==> src/inc/pol_pkg.sv <==
// Constants and types for the port output latch block
//
// What this block does
// - Software writes set each latch bit; the bit's level drives its pin.
// - Latch 1 with drive mode 0 leaves the pin open; mode 1 drives high.
// - Reading a port returns sampled pin levels, not the latch contents.
// - Each read bit is 0 for a low pin and 1 for a high pin.
// - Port-0 bits 7, 6, 5 carry memory write, read, latch strobes when claimed.
package pol_pkg;

	// ----------------------------------------------------------------
	// Register map
	// ----------------------------------------------------------------
	localparam int          POL_AW           = 12;
	localparam logic [11:0] POL_P0_LATCH_OFF = 12'h000;
	localparam logic [11:0] POL_P1_LATCH_OFF = 12'h004;
	localparam logic [11:0] POL_P0_MODE_OFF  = 12'h008;
	localparam logic [11:0] POL_P1_MODE_OFF  = 12'h00c;

	// ----------------------------------------------------------------
	// Reset values
	// ----------------------------------------------------------------
	localparam logic [7:0]  POL_LATCH_RST    = 8'hff;
	localparam logic [7:0]  POL_MODE_RST     = 8'h00;
	localparam logic [7:0]  POL_OUT_RST      = 8'hff;
	localparam logic [7:0]  POL_OE_RST       = 8'h00;

	// ----------------------------------------------------------------
	// Port-0 pins shared with the memory interface
	// ----------------------------------------------------------------
	localparam int          POL_WR_BIT       = 7;
	localparam int          POL_RD_BIT       = 6;
	localparam int          POL_ALE_BIT      = 5;
	localparam int          POL_SYNC_STAGES  = 2;

	typedef struct packed {
		logic wr_n;
		logic rd_n;
		logic ale;
	} pol_emif_t;

	typedef struct packed {
		logic [7:0] out;
		logic [7:0] oe;
	} pol_pin_drv_t;

endpackage : pol_pkg

==> src/pol_port_latch.sv <==
// Port output latches for two byte-wide ports with APB access
`timescale 1ns/1ps
`default_nettype none

module pol_port_latch import pol_pkg::*;
(
	input  wire logic              pclk,
	input  wire logic              presetn,
	input  wire logic [POL_AW-1:0] paddr,
	input  wire logic              psel,
	input  wire logic              penable,
	input  wire logic              pwrite,
	input  wire logic [31:0]       pwdata,
	input  wire logic [3:0]        pstrb,
	output logic      [31:0]       prdata,
	output logic                   pready,
	output logic                   pslverr,
	input  wire logic [7:0]        p0_pin_in,
	output logic      [7:0]        p0_pin_out,
	output logic      [7:0]        p0_pin_oe,
	input  wire logic [7:0]        p1_pin_in,
	output logic      [7:0]        p1_pin_out,
	output logic      [7:0]        p1_pin_oe,
	input  wire pol_emif_t         emif_claim,
	input  wire pol_emif_t         emif_drive
);

	// ----------------------------------------------------------------
	// Address decode
	// ----------------------------------------------------------------
	function automatic logic hit(input logic [POL_AW-1:0] a,
		input logic [11:0] off);
		hit = (a == off);
	endfunction : hit

	logic        setup_w;
	logic        access_w;
	logic        wr_w;
	logic        mapped_w;

	assign setup_w  = psel & ~penable;
	assign access_w = psel & penable;
	assign wr_w     = access_w & pwrite & pstrb[0];
	assign mapped_w = hit(paddr, POL_P0_LATCH_OFF) | hit(paddr, POL_P1_LATCH_OFF)
		| hit(paddr, POL_P0_MODE_OFF) | hit(paddr, POL_P1_MODE_OFF);

	// Zero wait states: read data is captured in the setup cycle
	assign pready = 1'b1;

	// ----------------------------------------------------------------
	// Pin input sampling
	// ----------------------------------------------------------------
	logic [7:0]  p0_sync;
	logic [7:0]  p1_sync;

	pol_sync2 #(.W(8)) u_sync_p0
	(
		.pclk    (pclk),
		.presetn (presetn),
		.d       (p0_pin_in),
		.q       (p0_sync)
	);

	pol_sync2 #(.W(8)) u_sync_p1
	(
		.pclk    (pclk),
		.presetn (presetn),
		.d       (p1_pin_in),
		.q       (p1_sync)
	);

	// ----------------------------------------------------------------
	// Output latches
	// ----------------------------------------------------------------
	logic [7:0]  p0_latch_q;
	logic [7:0]  p1_latch_q;
	logic [7:0]  p0_mode_q;
	logic [7:0]  p1_mode_q;

	always_ff @(posedge pclk or negedge presetn)
	begin
		if (!presetn)
			p0_latch_q <= POL_LATCH_RST;
		else if (wr_w && hit(paddr, POL_P0_LATCH_OFF))
			p0_latch_q <= pwdata[7:0];
	end

	always_ff @(posedge pclk or negedge presetn)
	begin
		if (!presetn)
			p1_latch_q <= POL_LATCH_RST;
		else if (wr_w && hit(paddr, POL_P1_LATCH_OFF))
			p1_latch_q <= pwdata[7:0];
	end

	always_ff @(posedge pclk or negedge presetn)
	begin
		if (!presetn)
			p0_mode_q <= POL_MODE_RST;
		else if (wr_w && hit(paddr, POL_P0_MODE_OFF))
			p0_mode_q <= pwdata[7:0];
	end

	always_ff @(posedge pclk or negedge presetn)
	begin
		if (!presetn)
			p1_mode_q <= POL_MODE_RST;
		else if (wr_w && hit(paddr, POL_P1_MODE_OFF))
			p1_mode_q <= pwdata[7:0];
	end

	// ----------------------------------------------------------------
	// Read path
	// ----------------------------------------------------------------
	always_ff @(posedge pclk or negedge presetn)
	begin
		if (!presetn)
		begin
			prdata  <= 32'h0000_0000;
			pslverr <= 1'b0;
		end
		else if (setup_w)
		begin
			pslverr <= ~mapped_w;
			if (pwrite || !mapped_w)
				prdata <= 32'h0000_0000;
			else if (hit(paddr, POL_P0_LATCH_OFF))
				prdata <= {24'h00_0000, p0_sync};
			else if (hit(paddr, POL_P1_LATCH_OFF))
				prdata <= {24'h00_0000, p1_sync};
			else if (hit(paddr, POL_P0_MODE_OFF))
				prdata <= {24'h00_0000, p0_mode_q};
			else
				prdata <= {24'h00_0000, p1_mode_q};
		end
	end

	// ----------------------------------------------------------------
	// Memory strobe takeover on port 0
	// ----------------------------------------------------------------
	logic [7:0]  p0_level;
	logic [7:0]  p0_mode_eff;

	always_comb
	begin
		p0_level    = p0_latch_q;
		p0_mode_eff = p0_mode_q;
		// Claimed strobes are driven actively both ways
		if (emif_claim.wr_n)
		begin
			p0_level[POL_WR_BIT]    = emif_drive.wr_n;
			p0_mode_eff[POL_WR_BIT] = 1'b1;
		end
		if (emif_claim.rd_n)
		begin
			p0_level[POL_RD_BIT]    = emif_drive.rd_n;
			p0_mode_eff[POL_RD_BIT] = 1'b1;
		end
		if (emif_claim.ale)
		begin
			p0_level[POL_ALE_BIT]    = emif_drive.ale;
			p0_mode_eff[POL_ALE_BIT] = 1'b1;
		end
	end

	// ----------------------------------------------------------------
	// Pin drivers
	// ----------------------------------------------------------------
	pol_pin_drv_t p0_drv;
	pol_pin_drv_t p1_drv;

	pol_pin_drive u_drv_p0
	(
		.pclk    (pclk),
		.presetn (presetn),
		.level   (p0_level),
		.mode    (p0_mode_eff),
		.drv     (p0_drv)
	);

	pol_pin_drive u_drv_p1
	(
		.pclk    (pclk),
		.presetn (presetn),
		.level   (p1_latch_q),
		.mode    (p1_mode_q),
		.drv     (p1_drv)
	);

	assign p0_pin_out = p0_drv.out;
	assign p0_pin_oe  = p0_drv.oe;
	assign p1_pin_out = p1_drv.out;
	assign p1_pin_oe  = p1_drv.oe;

	// ----------------------------------------------------------------
	// Checks
	// ----------------------------------------------------------------
	logic first_done_q;

	always_ff @(posedge pclk or negedge presetn)
	begin
		if (!presetn)
			first_done_q <= 1'b0;
		else
			first_done_q <= 1'b1;
	end

	a_p1_write_pin: assert property (@(posedge pclk) disable iff (!presetn)
		wr_w && hit(paddr, POL_P1_LATCH_OFF)
		|=> ##1 p1_pin_out == $past(pwdata[7:0], 2))
		else $error("port one pin level does not follow latch write");

	a_p0_write_pin: assert property (@(posedge pclk) disable iff (!presetn)
		wr_w && hit(paddr, POL_P0_LATCH_OFF)
		|=> ##1 p0_pin_out[4:0] == $past(pwdata[4:0], 2))
		else $error("port zero pin level does not follow latch write");

	a_open_high_bits: assert property (@(posedge pclk) disable iff (!presetn)
		1'b1 |=> (p1_pin_oe & $past(p1_latch_q & ~p1_mode_q)) == 8'h00)
		else $error("open-drain high bit is being driven");

	a_push_high_bits: assert property (@(posedge pclk) disable iff (!presetn)
		1'b1 |=> (p1_pin_oe & $past(p1_latch_q)) == $past(p1_latch_q & p1_mode_q))
		else $error("push-pull high bit is not driven");

	a_low_driven: assert property (@(posedge pclk) disable iff (!presetn)
		first_done_q |-> (p1_pin_oe | p1_pin_out) == 8'hff)
		else $error("low pin level left undriven");

	a_read_pins_p0: assert property (@(posedge pclk) disable iff (!presetn)
		setup_w && !pwrite && hit(paddr, POL_P0_LATCH_OFF)
		|=> prdata == {24'h00_0000, $past(p0_sync)})
		else $error("port zero read is not the pin level");

	a_read_pins_p1: assert property (@(posedge pclk) disable iff (!presetn)
		setup_w && !pwrite && hit(paddr, POL_P1_LATCH_OFF) && first_done_q
		&& $past(first_done_q) && $past(first_done_q, 2)
		|=> prdata[7:0] == $past(p1_pin_in, 3))
		else $error("port one read bit does not encode the pin");

	a_wr_strobe_own: assert property (@(posedge pclk) disable iff (!presetn)
		emif_claim.wr_n
		|=> p0_pin_out[POL_WR_BIT] == $past(emif_drive.wr_n) && p0_pin_oe[POL_WR_BIT])
		else $error("write strobe pin not taken over");

	a_rd_ale_own: assert property (@(posedge pclk) disable iff (!presetn)
		emif_claim.rd_n && emif_claim.ale
		|=> p0_pin_out[POL_RD_BIT] == $past(emif_drive.rd_n)
		&& p0_pin_out[POL_ALE_BIT] == $past(emif_drive.ale)
		&& p0_pin_oe[POL_RD_BIT] && p0_pin_oe[POL_ALE_BIT])
		else $error("read or latch strobe pin not taken over");

	a_rd_strobe_own: assert property (@(posedge pclk) disable iff (!presetn)
		emif_claim.rd_n
		|=> p0_pin_out[POL_RD_BIT] == $past(emif_drive.rd_n) && p0_pin_oe[POL_RD_BIT])
		else $error("read strobe pin not taken over");

	a_ale_strobe_own: assert property (@(posedge pclk) disable iff (!presetn)
		emif_claim.ale
		|=> p0_pin_out[POL_ALE_BIT] == $past(emif_drive.ale) && p0_pin_oe[POL_ALE_BIT])
		else $error("address latch strobe pin not taken over");

	a_strobe_release: assert property (@(posedge pclk) disable iff (!presetn)
		!emif_claim.wr_n && !emif_claim.rd_n && !emif_claim.ale
		|=> p0_pin_out[7:5] == $past(p0_latch_q[7:5]))
		else $error("released strobe pins do not follow the latch");

	a_p0_open_bits: assert property (@(posedge pclk) disable iff (!presetn)
		!emif_claim.wr_n && !emif_claim.rd_n && !emif_claim.ale
		|=> (p0_pin_oe & $past(p0_latch_q & ~p0_mode_q)) == 8'h00)
		else $error("port zero open-drain high bit is being driven");

	a_reset_latch: assert property (@(posedge pclk) disable iff (!presetn)
		!first_done_q |-> p0_latch_q == 8'hff && p1_latch_q == 8'hff
		&& p1_pin_out == 8'hff && p1_pin_oe == 8'h00)
		else $error("latches not all ones after reset");

	a_unmapped_err: assert property (@(posedge pclk) disable iff (!presetn)
		setup_w && !mapped_w |=> pslverr && prdata == 32'h0000_0000)
		else $error("unmapped access not flagged");

	a_no_strobe_hold: assert property (@(posedge pclk) disable iff (!presetn)
		access_w && pwrite && !pstrb[0]
		|=> $stable(p0_latch_q) && $stable(p1_latch_q))
		else $error("latch changed on a write without its byte strobe");

	a_mode_readback: assert property (@(posedge pclk) disable iff (!presetn)
		setup_w && !pwrite && hit(paddr, POL_P1_MODE_OFF)
		|=> prdata == {24'h00_0000, $past(p1_mode_q)})
		else $error("drive mode read does not return the stored bits");

	a_read_upper_zero: assert property (@(posedge pclk) disable iff (!presetn)
		1'b1 |-> prdata[31:8] == 24'h00_0000)
		else $error("upper read data bits are not zero");

	a_write_no_data: assert property (@(posedge pclk) disable iff (!presetn)
		setup_w && pwrite |=> prdata == 32'h0000_0000)
		else $error("write cycle left read data on the bus");

endmodule : pol_port_latch

`default_nettype wire

==> src/pol_sync2.sv <==
// Two-stage synchroniser for pin inputs
`timescale 1ns/1ps
`default_nettype none

module pol_sync2 import pol_pkg::*;
#(
	parameter int W = 8
)
(
	input  wire logic         pclk,
	input  wire logic         presetn,
	input  wire logic [W-1:0] d,
	output logic      [W-1:0] q
);

	logic [W-1:0] meta_q;

	// First stage feeds only the second stage
	always_ff @(posedge pclk or negedge presetn)
	begin
		if (!presetn)
		begin
			meta_q <= '0;
			q      <= '0;
		end
		else
		begin
			meta_q <= d;
			q      <= meta_q;
		end
	end

endmodule : pol_sync2

`default_nettype wire

==> src/pol_pin_drive.sv <==
// Registered pin driver: level plus drive mode to output and enable
`timescale 1ns/1ps
`default_nettype none

module pol_pin_drive import pol_pkg::*;
(
	input  wire logic         pclk,
	input  wire logic         presetn,
	input  wire logic [7:0]   level,
	input  wire logic [7:0]   mode,
	output var pol_pin_drv_t  drv
);

	// A high level is driven only in push-pull mode, else left open
	always_ff @(posedge pclk or negedge presetn)
	begin
		if (!presetn)
		begin
			drv.out <= POL_OUT_RST;
			drv.oe  <= POL_OE_RST;
		end
		else
		begin
			drv.out <= level;
			drv.oe  <= ~level | mode;
		end
	end

endmodule : pol_pin_drive

`default_nettype wire

==> config.mk <==
export PLATFORM = sky130hd
export DESIGN_NAME = pol_port_latch
export DESIGN_NICKNAME = d
export VERILOG_FILES = /design/src/inc/pol_pkg.sv /design/src/pol_port_latch.sv /design/src/pol_sync2.sv /design/src/pol_pin_drive.sv
export SDC_FILE = /design/constraint.sdc
export NUM_CORES = 1
export LEC_CHECK = 0
export ABC_AREA = 1
export BUFFER_PORTS_ARGS = -buffer_cell sky130_fd_sc_hd__buf_2
export CAP_MARGIN = 20
export CORE_MARGIN = 5
export CORE_UTILIZATION = 40
export DETAILED_ROUTE_END_ITERATION = 8
export MAX_ROUTING_LAYER = met4
export PLACE_DENSITY = 0.66
export SYNTH_ARGS = -nofsm -noshare
export SYNTH_HDL_FRONTEND = slang
export SYNTH_HIERARCHICAL = 1
export SYNTH_SLANG_ARGS = --single-unit
==> constraint.sdc <==
create_clock -name pclk -period 1.4 [get_ports pclk]
set_clock_uncertainty 0.15 [all_clocks]
set_input_delay 0.21 -clock pclk [delete_from_list [all_inputs] [get_ports pclk]]
set_output_delay 0.21 -clock pclk [all_outputs]
set_load 0.01 [all_outputs]
==> metrics.yaml <==
status:
  outcome: "finished, final reports clean"
placed_design:
  place_congestion: 0.840
  place_inst: 623
  port_buffers: 88
  dp_hpwl_mm: 5.85
  pre_cts_ws_ns: -0.223
layout:
  drive_gt1_share_pct: 33.4
  syn_to_final_growth_pct: 29.9
  antenna_cells: 0
  nNetsFinal: 603
  nFillCells: 911
  final_common_cell: "nand2_1"
  fin_cells: 669
  mostFrequentLayoutCells: "nand2_1, dfrtp_1, buf_2, inv_1, nand3_1"
route:
  wl_mm: 7.96
  wl_per_cell_um: 11.9
  firstDrtPassIters: 4
  via_per_inst: 4.18
  drtIter0Drc: 89
  post-route-drc-count: 0
  vias: 2796
  postRouteAntennaNets: 0
yosys:
  synthAdderAreaFrac_pct: 0
  synthSimpleGateAreaFrac_pct: 18.8
  ys_seq_area_share_pct: 65.1
  synth_top_cell_by_area: "dfrtp_1"
  synthTopCellsByArea: "dfrtp_1, dfstp_2, nand2_1, inv_1, buf_4"
  syn_avg_cell_area_um2: 10.5
  synth_compound_area_share_pct: 4.76
  synth_cell_type_count: 22
  synthXorXnorAreaFrac_pct: 0
  synth_top_family_by_area: "simple AND/OR/NAND/NOR gates"
  ys_ff_latch: 105
  synth_mux_area_share_pct: 0
  yosysWarnings: 6
  syn-cell-area_um2: 4100
  synthCells: 389
  yosysTopAreaCellShare_pct: 44.6
sta:
  final_max_slew_viol_count: 0
  period_share_pct: 98.3
  setup_violations: 0
  timing.final.ws_setup_ns: 0.0240
  finalHoldViolCount: 0
  finalSetupTns_ns: 0
  max_freq_mhz: 727
  layout_min_cycle_time_ns: 1.38
  rsz0062_at_grt: "yes"
worst_setup_path:
  crit_buf_inv: 1
  worstSetupEndpointType: "output pin"
  critPathMaxFanout: 1
  critical-path-max-stage-delay_ns: 0.55
  path_cells: "buf_6"
  path_class: "reg -> out"
  arrival_ns: 1.02
  worst_path_max_delay_cell: "dfstp_2"
  cp-start-kind: "flop"
  cp.required_ns: 1.04
  cp_top_family: "flip-flops"
die:
  row_count: 37
  core_area_um2: 10100
  die_area_um2: 12400
  die_h_um: 111
  io_pins: 141
  die_w_um: 111
  initial_core_util_pct: 40.4
global_route:
  grt_max_degree: 48
  busiest_layer: "met2"
  grt_pass1_vias: 2820
  use_met2_pct: 22.4
  grt.met1_usage_pct: 16.2
  grt_pass1_wl_mm: 13.5
  use_met3_pct: 5.02
  antenna_found_initial: 0
  grt_overflow_total: 0
  grt_usage_pct: 14.0
run:
  drv_cap: 0
power_and_ir_drop:
  p_leak_uw: 0.00257
  power_density_nw_per_um2: 1010
  vdd_drop_max_mv: 0.608
clocking:
  clock_latency_ns: 0.37
  clockBufferDepth: 2
  clockRootBuffer: "clkbuf_8"
  h-tree-depth: 3
  cts_tree: "done"
  post_cts_buffers: 0
  clock_sinks: 105
  numCtsBuffers: 9
  clk_pin_slew_ns: 0.11
worst_hold_path:
  hp-class: "in -> reg"
-- where the power goes --
group	internal [uW]	switching [uW]
logic	155	189
clock network	737	1160
registers	3100	17.2
total	3990	1360
-- kinds of logic after synthesis --
group           after synthesis
simple gates                159
flops                       105
buf+inv                      87
compound gates               36
other cells                   2
-- layout make-up --
cell class	instances	area, um^2	area share (%)
clock buffers	9	124	2.33
clock inverters	7	88.8	1.67
multi-input cells	220	1060	19.9
well taps	136	170	3.20
inverters	55	206	3.88
repair buffers	137	1000	18.9
flip-flops and latches	105	2670	50.1
-- tightest hold or removal path, stage by stage --
cell	delay (ns)
buf_2	0.08
inv_1	0.08
o21ai_1	0.14
-- path summary, 6_finish.rpt --
path,from,to,slack [ns],cells past startpoint
hold / removal,pwdata[0],p0_mode_q[0]$_DFFE_PN0P_,0.01,3
max in group asynchronous,presetn,p0_latch_q[4]$_DFFE_PN1P_,0.42,3
min in group asynchronous,presetn,u_drv_p0/drv[5]$_DFF_PN0_,0.09,2
setup / recovery,u_drv_p0/drv[8]$_DFF_PN1_,p0_pin_out[0],0.02,1
setup reg to reg,p0_latch_q[5]$_DFFE_PN1P_,u_drv_p0/drv[5]$_DFF_PN0_,0.28,3
hold reg to reg,u_sync_p0/meta_q[1]$_DFF_PN0_,u_sync_p0/q[1]$_DFF_PN0_,0.21,0
-- layer usage --
metal	wire length, um	vias to the layer above
li1	-	1423
met1	3290	1280
met2	3930	84
met4	133	0
met3	595	9
met5	0	-
-- sequential cells by signal (all words and copies together) (netlist names) --
signal / flops
p0_latch_q: 8
u_drv_p1/drv: 16
u_sync_p1/q: 8
pslverr: 1
p1_latch_q: 8
u_sync_p1/meta_q: 8
p1_mode_q: 8
u_sync_p0/q: 8
u_drv_p0/drv: 16
u_sync_p0/meta_q: 8
prdata: 8
p0_mode_q: 8
-- through the flow --
step	cell area, um^2	hold slack (ns)	power (uW)	util, %
final	5320	0.0145	5350	52.5
after floorplan	4180	-0.236	3310	-
after global placement	4720	-0.0434	3440	46.5
after global routing	5320	0.0314	5600	52.5
after CTS	5270	0.0101	5430	52.0
after detailed placement	4720	-0.0412	3450	46.5
-- cell usage after synthesis, drive strengths merged --
| cell | number |
|---|---|
| buf | 32 |
| conb | 2 |
| dfrtp | 73 |
| dfstp | 32 |
| inv | 55 |
| nand2 | 104 |
| nand3 | 38 |
| nand4 | 1 |
| nor2 | 12 |
| nor3 | 1 |
| o21a | 6 |
| o21ai | 30 |
| or2 | 3 |
-- what timing repair did --
| action | CTS | global route |
|---|---|---|
| endpoints found under the setup margin | 7 | 15 |
| gates resized for setup | 8 | 8 |
| hold buffers | 30 | 0 |
| endpoints found under the hold margin | 126 | 0 |
(Power assumes the default switching activity.)
